[src/hw/dmr_pkg.sv]
// Package: constants for the second and third mode register block
package dmr_pkg;
   // Command decode: bank bits for the two registers
   localparam logic [2:0] BANK_ODT_CWL = 3'h2;
   localparam logic [2:0] BANK_READOUT = 3'h3;
   // Address width of the command bus
   localparam int ADDR_W = 15;
   // Field positions in refresh_odt_cwl_register
   localparam int CWL_LSB = 3;
   localparam int CWL_W = 3;
   localparam int SRT_BIT = 7;
   localparam int WTERM_LSB = 9;
   localparam int WTERM_W = 2;
   // Field positions in readout_pattern_register
   localparam int RD_SRC_BIT = 2;
   localparam int LOC_LSB = 0;
   localparam int LOC_W = 2;
   // Write CAS delay code 0 stands for five cycles
   localparam logic [4:0] CWL_BASE = 5'h05;
   // Reset values (nothing programmed)
   localparam logic [14:0] ODT_CWL_RST = 15'h0000;
   localparam logic [14:0] READOUT_RST = 15'h0000;
   // Predefined location code
   localparam logic [1:0] LOC_PREDEF = 2'h0;
   // Termination code meaning dynamic termination off
   localparam logic [1:0] WTERM_OFF = 2'h0;
   // Self refresh rate multipliers
   localparam logic [1:0] SR_RATE_1X = 2'h1;
   localparam logic [1:0] SR_RATE_2X = 2'h2;
   // Predefined training pattern bytes: alternating per beat
   localparam logic [7:0] PATTERN_HI = 8'hff;
   localparam logic [7:0] PATTERN_LO = 8'h00;
endpackage : dmr_pkg

[src/hw/dmr_mode_regs.sv]
// Module: mode-set decode and field logic for the second and third mode registers
//
// Operation
// - Mode-set to bank two loads write register
// - Bits 3..5 set write CAS delay
// - Total write delay is added plus CAS
// - Bits 9..10 select write termination
// - Write termination works without nominal termination
// - Write leveling uses nominal termination only
// - Bit 7 doubles the self refresh rate
// - Mode-set to bank three loads readout register
// - Bit 2 chooses array or pattern reads
// - Location bits ignored when pattern off
// - Pattern readout returns predefined pattern
//
// Behaviour in brief
// - A mode-set is taken on a rising clock edge with the clock enable high,
//   all four command strobes low and the bank bits equal to two or three.
// - The whole address word is stored as given; reserved positions are kept
//   and never checked, so a controller that breaks its own duty is not caught.
// - Every decoded output is registered from the next register image, so a
//   field shows its new value one edge after the command, never two.
// - Termination and read data follow their level inputs one cycle late.
// - While the clock enable is low nothing moves: commands are dropped and
//   every output holds its last value.
//
// Limitations
// - Refresh timing, temperature bands and self-refresh entry belong to the
//   controller; the block only reports the internal self refresh rate.
// - Reserved pattern locations read back the predefined pattern as well,
//   so a training loop never sees stale array data by mistake.
// - Write CAS code zero maps to the base delay held in the package; codes
//   above the supported set are passed through as a plain sum.
//
// Hazards
// - Outputs taken from the next image avoid a one-cycle lag after a
//   mode-set, at the cost of a longer path from the address pins.
// - The pattern beat phase restarts at zero whenever pattern readout is
//   switched off, so the first beat after enabling is always the high byte.
`timescale 1ns/10ps
`default_nettype none
module dmr_mode_regs #(
   parameter int DATA_W = 16
) (
   input wire logic mclk,                    // 10 MHz command clock
   input wire logic nrst,                    // Asynchronous active-low reset
   input wire logic clk_en,                  // Freezes all state while low
   input wire logic cs_n,                    // Chip select, active low
   input wire logic ras_n,                   // Row strobe, active low
   input wire logic cas_n,                   // Column strobe, active low
   input wire logic we_n,                    // Write enable, active low
   input wire logic [2:0] bank,              // Bank address BA2..BA0
   input wire logic [14:0] addr,             // Address pins A14..A0
   input wire logic [4:0] added_delay,       // Added delay from first mode register
   input wire logic nom_term_en,             // Nominal termination enabled
   input wire logic [2:0] nom_term_code,     // Nominal termination code
   input wire logic write_level_mode,        // Write leveling active
   input wire logic write_burst,             // Write burst in progress
   input wire logic [DATA_W-1:0] array_rdata, // Read data from the array
   output logic [2:0] write_cas_code,        // Stored write CAS delay code
   output logic [4:0] write_cas_delay,       // Write CAS delay in cycles
   output logic [5:0] total_write_delay,     // Added plus CAS delay in cycles
   output logic [1:0] write_termination,     // Stored dynamic termination code
   output logic term_active,                 // Termination is on now
   output logic [2:0] term_code,             // Termination code applied now
   output logic self_refresh_hot_mode,       // Stored hot mode bit
   output logic [1:0] sr_rate,               // Internal self refresh rate multiplier
   output logic pattern_readout_en,          // Reads come from pattern register
   output logic [1:0] pattern_loc,           // Effective pattern location
   output logic [DATA_W-1:0] read_data,      // Data returned on reads
   output logic read_beat_q                  // Beat phase for pattern output
);

   ////////////////////////////////////////////////////////////////////////////
   // Command decode

   // Mode-set: all four strobes low
   // Refresh, activate and the like never reach this decode: they differ
   // in at least one strobe, so only the mode-set pattern is matched here.
   wire logic mode_set_command;
   assign mode_set_command = ~cs_n & ~ras_n & ~cas_n & ~we_n;

   // Bank select for each register
   wire logic hit_odt_cwl;
   wire logic hit_readout;
   assign hit_odt_cwl = clk_en & mode_set_command & (bank == dmr_pkg::BANK_ODT_CWL);
   assign hit_readout = clk_en & mode_set_command & (bank == dmr_pkg::BANK_READOUT);

   ////////////////////////////////////////////////////////////////////////////
   // Register storage

   // Stored register images
   logic [14:0] odt_cwl_q;
   logic [14:0] odt_cwl_d;
   logic [14:0] readout_q;
   logic [14:0] readout_d;

   // Next values: load on own bank, otherwise hold
   // A command to the other bank leaves this image alone; one to banks zero and one leaves both alone.
   assign odt_cwl_d = hit_odt_cwl ? addr : odt_cwl_q;
   assign readout_d = hit_readout ? addr : readout_q;

   // Register images update only on their own mode-set
   always_ff @(posedge mclk or negedge nrst) begin
      if (!nrst) begin
         odt_cwl_q <= dmr_pkg::ODT_CWL_RST;
         readout_q <= dmr_pkg::READOUT_RST;
      end else begin
         odt_cwl_q <= odt_cwl_d;
         readout_q <= readout_d;
      end
   end

   ////////////////////////////////////////////////////////////////////////////
   // Field decode

   // Write CAS delay and total delay, whole cycles only
   wire logic [2:0] cwl_code_w;
   wire logic [4:0] cwl_cyc_w;
   wire logic [5:0] wl_cyc_w;
   assign cwl_code_w = odt_cwl_d[dmr_pkg::CWL_LSB +: dmr_pkg::CWL_W];
   assign cwl_cyc_w = dmr_pkg::CWL_BASE + {2'h0, cwl_code_w};
   assign wl_cyc_w = {1'b0, added_delay} + {1'b0, cwl_cyc_w};

   // Dynamic termination selection
   // Code zero means dynamic termination is off; nominal termination then
   // stays in force during bursts, which keeps a DLL-off setup safe.
   wire logic [1:0] wterm_w;
   wire logic wterm_use;
   wire logic term_on_w;
   wire logic [2:0] term_code_w;
   assign wterm_w = odt_cwl_d[dmr_pkg::WTERM_LSB +: dmr_pkg::WTERM_W];
   // Write termination applies in bursts, never while leveling
   assign wterm_use = write_burst & ~write_level_mode & (wterm_w != dmr_pkg::WTERM_OFF);
   assign term_on_w = wterm_use | nom_term_en;
   assign term_code_w = wterm_use ? {1'b0, wterm_w} : (nom_term_en ? nom_term_code : 3'h0);

   // Self refresh rate
   wire logic srt_w;
   assign srt_w = odt_cwl_d[dmr_pkg::SRT_BIT];
   wire logic [1:0] rate_w;
   assign rate_w = srt_w ? dmr_pkg::SR_RATE_2X : dmr_pkg::SR_RATE_1X;

   // Pattern readout control; location ignored when off
   wire logic src_w;
   wire logic [1:0] loc_w;
   assign src_w = readout_d[dmr_pkg::RD_SRC_BIT];
   assign loc_w = src_w ? readout_d[dmr_pkg::LOC_LSB +: dmr_pkg::LOC_W] : dmr_pkg::LOC_PREDEF;

   // Read data: predefined alternating pattern or array data
   // The pattern is the same on every byte lane so the capture logic can
   // train each lane from one known sequence.
   wire logic [DATA_W-1:0] pattern_w;
   wire logic [DATA_W-1:0] rdata_w;
   assign pattern_w = read_beat_q ? {(DATA_W/8){dmr_pkg::PATTERN_LO}}
                                  : {(DATA_W/8){dmr_pkg::PATTERN_HI}};
   // Reserved locations return the predefined pattern as well
   assign rdata_w = src_w ? pattern_w : array_rdata;

   ////////////////////////////////////////////////////////////////////////////
   // Output registers

   // All outputs come from flip-flops, frozen while the clock enable is low
   always_ff @(posedge mclk or negedge nrst) begin
      if (!nrst) begin
         write_cas_code <= 3'h0;
         write_cas_delay <= dmr_pkg::CWL_BASE;
         total_write_delay <= 6'h00;
         write_termination <= dmr_pkg::WTERM_OFF;
         term_active <= 1'b0;
         term_code <= 3'h0;
         self_refresh_hot_mode <= 1'b0;
         sr_rate <= dmr_pkg::SR_RATE_1X;
         pattern_readout_en <= 1'b0;
         pattern_loc <= dmr_pkg::LOC_PREDEF;
         read_data <= '0;
         read_beat_q <= 1'b0;
      end else if (clk_en) begin
         write_cas_code <= cwl_code_w;
         write_cas_delay <= cwl_cyc_w;
         total_write_delay <= wl_cyc_w;
         write_termination <= wterm_w;
         term_active <= term_on_w;
         term_code <= term_code_w;
         self_refresh_hot_mode <= srt_w;
         sr_rate <= rate_w;
         pattern_readout_en <= src_w;
         pattern_loc <= loc_w;
         read_data <= rdata_w;
         // Beat phase toggles while pattern readout runs
         read_beat_q <= src_w ? ~read_beat_q : 1'b0;
      end
   end

   ////////////////////////////////////////////////////////////////////////////
   // Checks

   a_odt_cwl_load: assert property (@(posedge mclk) disable iff (!nrst)
      hit_odt_cwl |=> odt_cwl_q == $past(addr))
      else $error("refresh_odt_cwl_register not loaded");
   a_readout_load: assert property (@(posedge mclk) disable iff (!nrst)
      hit_readout |=> readout_q == $past(addr))
      else $error("readout_pattern_register not loaded");
   a_cwl_field: assert property (@(posedge mclk) disable iff (!nrst)
      hit_odt_cwl |=> write_cas_code == $past(addr[5:3]))
      else $error("write CAS code wrong");
   a_total_delay: assert property (@(posedge mclk) disable iff (!nrst)
      clk_en |=> total_write_delay == 6'($past(added_delay)) + 6'(write_cas_delay))
      else $error("total write delay wrong");
   a_wterm_field: assert property (@(posedge mclk) disable iff (!nrst)
      hit_odt_cwl |=> write_termination == $past(addr[10:9]))
      else $error("write termination field wrong");
   a_wterm_nomoff: assert property (@(posedge mclk) disable iff (!nrst)
      clk_en && write_burst && !write_level_mode && wterm_w != 2'h0
      |=> term_active && term_code == {1'b0, $past(wterm_w)})
      else $error("write termination not applied");
   a_level_nominal: assert property (@(posedge mclk) disable iff (!nrst)
      clk_en && write_level_mode |=> term_code == ($past(nom_term_en) ? $past(nom_term_code) : 3'h0))
      else $error("write termination used while leveling");
   a_srt_rate: assert property (@(posedge mclk) disable iff (!nrst)
      hit_odt_cwl |=> sr_rate == ($past(addr[7]) ? 2'h2 : 2'h1))
      else $error("self refresh rate wrong");
   a_read_source: assert property (@(posedge mclk) disable iff (!nrst)
      clk_en && !src_w |=> read_data == $past(array_rdata))
      else $error("array read not passed");
   a_loc_ignored: assert property (@(posedge mclk) disable iff (!nrst)
      clk_en && !src_w |=> pattern_loc == 2'h0)
      else $error("location not ignored");
   a_pattern_out: assert property (@(posedge mclk) disable iff (!nrst)
      clk_en && src_w |=> read_data == {DATA_W{!$past(read_beat_q)}})
      else $error("predefined pattern wrong");
   a_hold_value: assert property (@(posedge mclk) disable iff (!nrst)
      !hit_odt_cwl && !hit_readout |=> $stable(odt_cwl_q) && $stable(readout_q))
      else $error("mode register changed without mode-set");

   // Stored delay always equals base plus stored code
   a_cwl_sum: assert property (@(posedge mclk) disable iff (!nrst)
      write_cas_delay == dmr_pkg::CWL_BASE + {2'h0, write_cas_code})
      else $error("write CAS delay not base plus code");

   // Hot mode bit follows the loaded address bit
   a_srt_field: assert property (@(posedge mclk) disable iff (!nrst)
      hit_odt_cwl |=> self_refresh_hot_mode == $past(addr[7]))
      else $error("hot mode bit wrong");

   // Self refresh rate agrees with the stored hot mode bit
   a_rate_match: assert property (@(posedge mclk) disable iff (!nrst)
      sr_rate == (self_refresh_hot_mode ? 2'h2 : 2'h1))
      else $error("self refresh rate disagrees with hot mode");

   // Read source bit follows the loaded address bit
   a_src_field: assert property (@(posedge mclk) disable iff (!nrst)
      hit_readout |=> pattern_readout_en == $past(addr[2]))
      else $error("read source bit wrong");

   // Location is taken only while pattern readout is chosen
   a_loc_field: assert property (@(posedge mclk) disable iff (!nrst)
      hit_readout |=> pattern_loc == ($past(addr[2]) ? $past(addr[1:0]) : 2'h0))
      else $error("pattern location wrong");

   // Outside bursts only nominal termination is applied
   a_term_idle: assert property (@(posedge mclk) disable iff (!nrst)
      clk_en && !write_burst |=> term_active == $past(nom_term_en))
      else $error("termination outside burst wrong");

   // Leveling never turns write termination on by itself
   a_level_active: assert property (@(posedge mclk) disable iff (!nrst)
      clk_en && write_level_mode |=> term_active == $past(nom_term_en))
      else $error("termination active state wrong while leveling");

   // Beat phase rests at zero while array reads run
   a_beat_idle: assert property (@(posedge mclk) disable iff (!nrst)
      clk_en && !src_w |=> !read_beat_q)
      else $error("beat phase not idle");

   // Beat phase alternates while the pattern runs
   a_beat_toggle: assert property (@(posedge mclk) disable iff (!nrst)
      clk_en && src_w |=> read_beat_q != $past(read_beat_q))
      else $error("beat phase not alternating");

   // Frozen clock enable keeps the CAS code, termination, hot mode and read source fields still
   a_freeze_fields: assert property (@(posedge mclk) disable iff (!nrst)
      !clk_en |=> $stable(write_cas_code) && $stable(write_termination)
         && $stable(self_refresh_hot_mode) && $stable(pattern_readout_en))
      else $error("fields moved while clock enable low");

   // Frozen clock enable keeps the dynamic outputs still
   a_freeze_dyn: assert property (@(posedge mclk) disable iff (!nrst)
      !clk_en |=> $stable(read_data) && $stable(term_code)
         && $stable(total_write_delay))
      else $error("outputs moved while clock enable low");

endmodule : dmr_mode_regs
`default_nettype wire

[config.mk]
export PLATFORM = sky130hd
export DESIGN_NAME = dmr_mode_regs
export DESIGN_NICKNAME = d
export VERILOG_FILES = /design/src/hw/dmr_pkg.sv /design/src/hw/dmr_mode_regs.sv
export SDC_FILE = /design/constraint.sdc
export NUM_CORES = 1
export LEC_CHECK = 0
export ABC_AREA = 1
export BUFFER_PORTS_ARGS = -buffer_cell sky130_fd_sc_hd__clkbuf_2
export CORE_MARGIN = 2
export CORE_UTILIZATION = 39
export DETAILED_ROUTE_END_ITERATION = 16
export PLACE_DENSITY = 0.72
export SLEW_MARGIN = 10
export SYNTH_ARGS = -nofsm -noshare
export SYNTH_HDL_FRONTEND = slang
export SYNTH_SLANG_ARGS = --single-unit
[constraint.sdc]
create_clock -name mclk -period 6.05 [get_ports mclk]
set_input_delay 0.9075 -clock mclk [delete_from_list [all_inputs] [get_ports mclk]]
set_output_delay 0.9075 -clock mclk [all_outputs]
set_load 0.1 [all_outputs]
==> results of run 1 <==
==> report_power, final <==
group | total [uW] | internal, uW | switching, uW
Clock | 228 | 122 | 107
Combinational | 332 | 57.1 | 275
Sequential | 383 | 366 | 16.7
==> state kept, by name (all words and copies together) (netlist names) <==
| name | cells |
|---|---|
| self_refresh_hot_mode | 1 |
| pattern_loc | 2 |
| pattern_readout_en | 1 |
| write_termination | 2 |
| term_code | 3 |
| write_cas_code | 3 |
| read_data | 16 |
| term_active | 1 |
| total_write_delay | 6 |
| write_cas_delay | 4 |
| readout_q | 3 |
| sr_rate | 1 |
| odt_cwl_q | 6 |
| read_beat_q | 1 |
==> worst paths after layout <==
check,start,to,slack (ns)
hold / removal,write_cas_delay[2],write_cas_delay[2],0.47
setup / recovery,clk_en,total_write_delay[3],2.32
setup reg to reg,odt_cwl_q[4],total_write_delay[3],3.91
max in group asynchronous,nrst,odt_cwl_q[5],4.92
hold reg to reg,write_cas_delay[2],write_cas_delay[2],0.47
min in group asynchronous,nrst,write_termination[1],0.71
==> layer usage <==
layer  wire (um)  part of all wire [%]  track usage [%]  vias to the layer above
met2        2388                    47            29.42                       63
met3         261                   5.1            2.697                        7
met4          63                   1.2            5.593                        0
met1        2357                    46            20.22                      916
met5           0                     0                0                        -
li1            -                     -                -                     1000
==> worst register-to-register path, stage by stage (launching register included) <==
cell,delay (ns)
dfrtp_1,0.37
nand2_1,0.08
nand2_1,0.11
ha_1,0.23
inv_1,0.05
nand2_1,0.06
and2_1,0.16
ha_1,0.31
nand2_1,0.08
nand2_1,0.05
a31oi_1,0.23
xor2_1,0.18
o21ai_0,0.09
==> final cells by class <==
cell class | count | area (um2) | area share (%)
sequential | 50 | 1255 | 43.70
clock buffer | 5 | 68.82 | 2.397
timing repair buffer | 88 | 442.9 | 15.42
inverter | 22 | 85.08 | 2.963
clock inverter | 3 | 40.04 | 1.394
multi-input combinational | 181 | 889.6 | 30.98
tap | 72 | 90.09 | 3.137
==> logic make-up (layout without fill, tap and decap cells) <==
family,Yosys count,after routing,synth area share [%]
compound gates,15,15,3.877
fa+ha+maj,6,6,3.605
xor+xnor,2,2,0.7647
flops,50,50,54.78
simple gates,157,157,30.42
other cells,1,1,0.1637
buf+inv,34,118,6.389
==> synth_stat cells (3+ instances only) <==
master     n
clkbuf_1   6
nand3_1   44
nand2_2    3
a21oi_1    4
dfrtp_1   47
inv_1     20
nand2_1   88
dfstp_2    3
o21ai_0    4
nor2_1    16
ha_1       5
==> metrics by stage <==
stage	cell area (um2)	power, uW
2_1_floorplan	2291	657.4
3_3_place_gp	2763	719.4
3_5_place_dp	2763	724.2
4_1_cts	2872	955.3
5_1_grt	2872	989.3
6_report	2872	943.4
==> impl_metrics.json, run 1 <==
{
  "outcome": "finished, final reports clean",
  "yosysWarnings": 0,
  "end_kind": "flop",
  "critical_path_depth": 16,
  "setup_viol": 0,
  "clock_sinks": 50,
  "ctsHoldBuffers": 0,
  "path_max_fanout": 40,
  "fin_util_pct": 51.52,
  "cts_setup_buffers": 0,
  "grt.total_usage_pct": 16.52,
  "grt_pass1_vias": 1849,
  "dp_slack_ns": 1.964,
  "layout-drive-gt1-share_pct": 31.52,
  "grt-ovfl-total": 0,
  "worst-path-buf-inv": 2,
  "synth.largest_area_cell": "dfrtp_1",
  "synth_flop_cell": "dfrtp_1",
  "core_area_um2": 5574,
  "fmax_ghz": 0.2683,
  "wirelength_mm": 5.070,
  "final-hold-violation-count": 0,
  "cp_slowest_cell": "clkbuf_2",
  "grt_first_pass_wirelength_mm": 8.280,
  "rows": 27,
  "min_period_ns": 3.727,
  "fin_skew_ns": 0.003124,
  "crit_family": "simple AND/OR/NAND/NOR gates",
  "powerDensity_nw_per_um2": 328.6,
  "crit_type": "input port to flop",
  "io_buffer_count": 87,
  "ys_async_sr_fraction_pct": 100.0,
  "fin_nets": 406,
  "dp.cells": 413,
  "drcViolationCount": 0,
  "insertion_delay_ns": 0.29,
  "syn-num-nets": 323,
  "antenna_left": 0,
  "arrival_ns": 3.88,
  "cts_buffers": 5,
  "min_path_type": "flop to flop",
  "hold-path-cell-count": 2,
  "cts_max_level": 2,
  "root_buffer": "clkbuf_8",
  "drv_slew": 0,
  "synth_seq_cells": 50,
  "yosysSeqAreaShare_pct": 54.78,
  "final_cells": 421,
  "relSlewSlack_pct": 42.75,
  "via_count": 1986,
  "diodes": 0,
  "routedWlPerCell_um": 12.04,
  "syn_area_um2": 2291,
  "dr.pass1.iters": 6,
  "crit_required_ns": 6.20,
  "synth_top_area_share_pct": 51.34,
  "leakage_uw": 0.001660,
  "drt-initial-drc-count": 119,
  "path_cells": "clkbuf_2 > nand2_2 > nor2_8 > nand2_1 > nand2_1 > nand2_1 > ha_1 > inv_1 > nand2_1 > and2_1 > ha_1 > nand2_1 > nand2_1 > a31oi_1 > xor2_1 > o21ai_0",
  "io_pins": 95,
  "cts_tree": "built",
  "synth_cells": 265,
  "fillCellCount": 570,
  "min_period_over_period_pct": 61.61,
  "cts.repair.resized": 0,
  "syn2layout_area_growth_pct": 25.34,
  "maxCapViolations": 0,
  "worst_path_most_repeated_cell": "nand2_1",
  "tns_ns": 0,
  "critPathLaunchType": "input port",
  "avgSynthCellArea_um2": 8.645,
  "die_h_um": 80.65,
  "grt_max_degree": 51,
  "final_cell_mix": "nand2_1, clkbuf_2, dfrtp_1, nand3_1, inv_1",
  "clk_pin_slew_ns": 0.09,
  "holdWs_ns": 0.4717,
  "synth_cell_types": 32,
  "final_common_cell": "nand2_1",
  "tightestPinTransition_ns": 0.8588,
  "die_w_um": 80.65,
  "die-area_um2": 6504,
  "ys_top_cells_by_area": "dfrtp_1, nand2_1, nand3_1",
  "peakVddDrop_mv": 0.1579,
  "worstRegToRegCells": 12,
  "place_congestion": 0.7704,
  "max-clock-path-buffers": 2,
  "grt_setup_unrepaired": "false",
  "dp_hpwl_mm": 3.551,
  "synth_edf_count": 0,
  "antenna_found_initial": 0,
  "critical_path.max_stage_delay_ns": 0.64,
  "initial_core_util_pct": 41.10,
  "setup_ws_ns": 2.323,
  "via_per_inst": 4.717
}
Note: power is estimated with default switching activity, not from simulation.
==> inputs of run 2 (changes only) <==
Settings changed: ABC_AREA 1 to 0, PLACE_DENSITY 0.72 to 0.71.
Clock period 6.05 ns to 3.85 ns, I/O delays scaled along.
==> run 2 against run 1 <==
Largest cell class unchanged. Highest routed layer unchanged. Hold slack worse by 0.15 ns. Critical endpoint is now total_write_delay[4]. Sequential share of layout area down 1.3 points. Critical path depth down 4. Flip-flop and latch count unchanged. Critical path type unchanged. Power up 61%. Setup slack worse by 1.3 ns. Synthesized cell count down 27%. Cell area up 3.1%. Largest power group unchanged. Final cell count down 16%.
==> impl_metrics.json, run 2 <==
{
  "max-clock-path-buffers": 2,
  "fin_skew_ns": 0.007312,
  "io_pins": 95,
  "syn2layout_area_growth_pct": 23.76,
  "syn_area_um2": 2391,
  "synth_cells": 194,
  "cts_buffers": 5,
  "syn-num-nets": 252,
  "cts.repair.resized": 0,
  "dp_hpwl_mm": 3.913,
  "tightestPinTransition_ns": 0.7660,
  "drt-initial-drc-count": 65,
  "p_clk_share_pct": 20.1,
  "diodes": 0,
  "synth_cell_types": 46,
  "reg.largest.list": "read_data x16, odt_cwl_q x6, total_write_delay x6",
  "ctsHoldBuffers": 0,
  "min_period_ns": 2.860,
  "antenna_left": 0,
  "cts_tree": "built",
  "power.internal_uw": 853.1,
  "sw_frac_of_total_pct": 43.96,
  "drv_slew": 0,
  "arrival_ns": 3.04,
  "crit_type": "input port to flop",
  "wirelength_mm": 5.269,
  "critPathLaunchType": "input port",
  "grt.total_usage_pct": 15.80,
  "avgSynthCellArea_um2": 12.32,
  "path_max_fanout": 6,
  "regMostFlops": "read_data",
  "cts_max_level": 2,
  "fmax_ghz": 0.3497,
  "io_buffer_count": 87,
  "die_h_um": 82.30,
  "grt-ovfl-total": 0,
  "synth_flop_cell": "dfrtp_1",
  "grt_first_pass_wirelength_mm": 8.100,
  "synth_top_family_by_area": "compound AO/OA/AOI/OAI gates",
  "routedWlPerCell_um": 14.88,
  "synth-compound-area-share_pct": 15.91,
  "synth.largest_area_cell": "dfrtp_1",
  "synthAdderAreaFrac_pct": 3.454,
  "via_per_inst": 5.071,
  "path_cells": "clkbuf_2 > nor4_4 > nand2_2 > mux2i_1 > buf_4 > inv_1 > ha_1 > fa_1 > a21o_1 > a21oi_1 > xnor2_1 > mux2_2",
  "yosysSeqAreaShare_pct": 52.49,
  "crit_required_ns": 4.03,
  "synth.most_common_cell": "dfrtp_1",
  "final_common_cell": "clkbuf_2",
  "peakVddDrop_mv": 0.2822,
  "maxCapViolations": 0,
  "tns_ns": 0,
  "final-hold-violation-count": 0,
  "synth_edf_count": 0,
  "rows": 28,
  "clock_sinks": 50,
  "fillCellCount": 559,
  "outcome": "finished, final reports clean",
  "final_cell_mix": "clkbuf_2, dfrtp_1, nor2b_1, mux2_2, a311o_2",
  "drcViolationCount": 0,
  "setup_viol": 0,
  "fin_nets": 336,
  "end_kind": "flop",
  "p_seq_share_pct": 40.1,
  "synthMuxAreaShare_pct": 8.006,
  "insertion_delay_ns": 0.29,
  "switchingPower_uw": 669.1,
  "ys_async_sr_fraction_pct": 100.0,
  "synth_xor_area_share_pct": 1.465,
  "crit_family": "adder cells",
  "synth_seq_cells": 50,
  "initial_core_util_pct": 40.38,
  "via_count": 1795,
  "min_period_over_period_pct": 74.28,
  "synth_top_area_share_pct": 49.19,
  "leakage_uw": 0.001525,
  "clk_pin_slew_ns": 0.09,
  "p_comb_share_pct": 39.8,
  "cts_setup_buffers": 0,
  "grt_setup_unrepaired": "false",
  "min_path_type": "input port to asynchronous set/reset pin",
  "largest_reg_flops": 16,
  "synth_commonest_cells": "dfrtp_1, nor2b_1, mux2_2, a311o_2",
  "die_w_um": 82.30,
  "worst-path-buf-inv": 3,
  "powerDensity_nw_per_um2": 514.4,
  "critical_path.max_stage_delay_ns": 0.44,
  "dr.pass1.iters": 4,
  "yosysWarnings": 0,
  "core_area_um2": 5921,
  "relSlewSlack_pct": 48.77,
  "ys_top_cells_by_area": "dfrtp_1, mux2_2, nor2b_1",
  "fin_util_pct": 49.98,
  "antenna_found_initial": 0,
  "yosys.area_share.simple_pct": 13.66,
  "layout-drive-gt1-share_pct": 48.39,
  "grt_pass1_vias": 1737,
  "cp_slowest_cell": "fa_1",
  "die-area_um2": 6773,
  "place_congestion": 0.7168,
  "root_buffer": "clkbuf_8",
  "grt_max_degree": 64
}
run 2: power by group through the flow:
| stage | Clock [uW] | Combinational, uW | Sequential [uW] |
|---|---|---|---|
| after floorplan | 0 | 145 | 970 |
| after global placement | 0 | 603 | 618 |
| after detailed placement | 0 | 610 | 620 |
| after CTS | 323 | 611 | 610 |
| after global routing | 342 | 633 | 617 |
| final | 306 | 606 | 610 |
run 2: kinds of logic after synthesis:
family / after synthesis
fa+ha+maj: 6
mux: 17
compound gates: 42
xor+xnor: 4
buf+inv: 22
flops: 50
simple gates: 52
other cells: 1
run 2: final cells by class:
cell class	count	area (um2)	share of cell area, %
flip-flops and latches	50	1255	42.41
clock inverters	1	5.005	0.1691
multi-input cells	122	1020	34.46
clock buffers	7	86.33	2.918
well taps	75	93.84	3.171
repair buffers	92	473.0	15.98
inverters	7	26.28	0.8879
run 2: metrics by stage:
stage | worst slack (ns) | std cells | hold slack [ns] | power, uW | cell area [um2]
floorplan | 0.8889 | 194 | 0.2819 | 1115 | 2391
finish | 0.9901 | 354 | 0.3214 | 1522 | 2959
global route | 0.8275 | 354 | 0.3641 | 1593 | 2959
detailed placement | 0.6567 | 346 | 0.4787 | 1231 | 2868
CTS | 0.9676 | 354 | 0.3400 | 1544 | 2959
global placement | 0.7054 | 346 | 0.4712 | 1221 | 2868
run 2: worst paths after layout:
kind | from | slack, ns | cells past startpoint | to
hold reg to reg | total_write_delay[5] | 0.50 | 1 | total_write_delay[5]
hold / removal | nrst | 0.32 | 1 | total_write_delay[3]
min in group mclk | total_write_delay[5] | 0.50 | 1 | total_write_delay[5]
max in group asynchronous | nrst | 2.70 | 2 | write_cas_delay[2]
setup / recovery | we_n | 0.99 | 12 | total_write_delay[4]
setup reg to reg | odt_cwl_q[3] | 1.57 | 9 | total_write_delay[4]
run 2: worst register-to-register path, delay by kind of cell (launching register included):
kind	cells	cell delay, ns
AOI/OAI and AO/OA	2	0.36
xor gates and xnor gates	1	0.08
adders and majority gates	2	0.76
buffers and inverters	2	0.20
DFF	1	0.39
muxes	2	0.38
run 2: metal layers:
layer	share of wire, %	vias up	track usage (%)
met5	0	-	0
met4	1.5	0	5.500
li1	-	872	-
met2	51	47	27.58
met1	42	870	19.58
met3	5.4	6	2.826
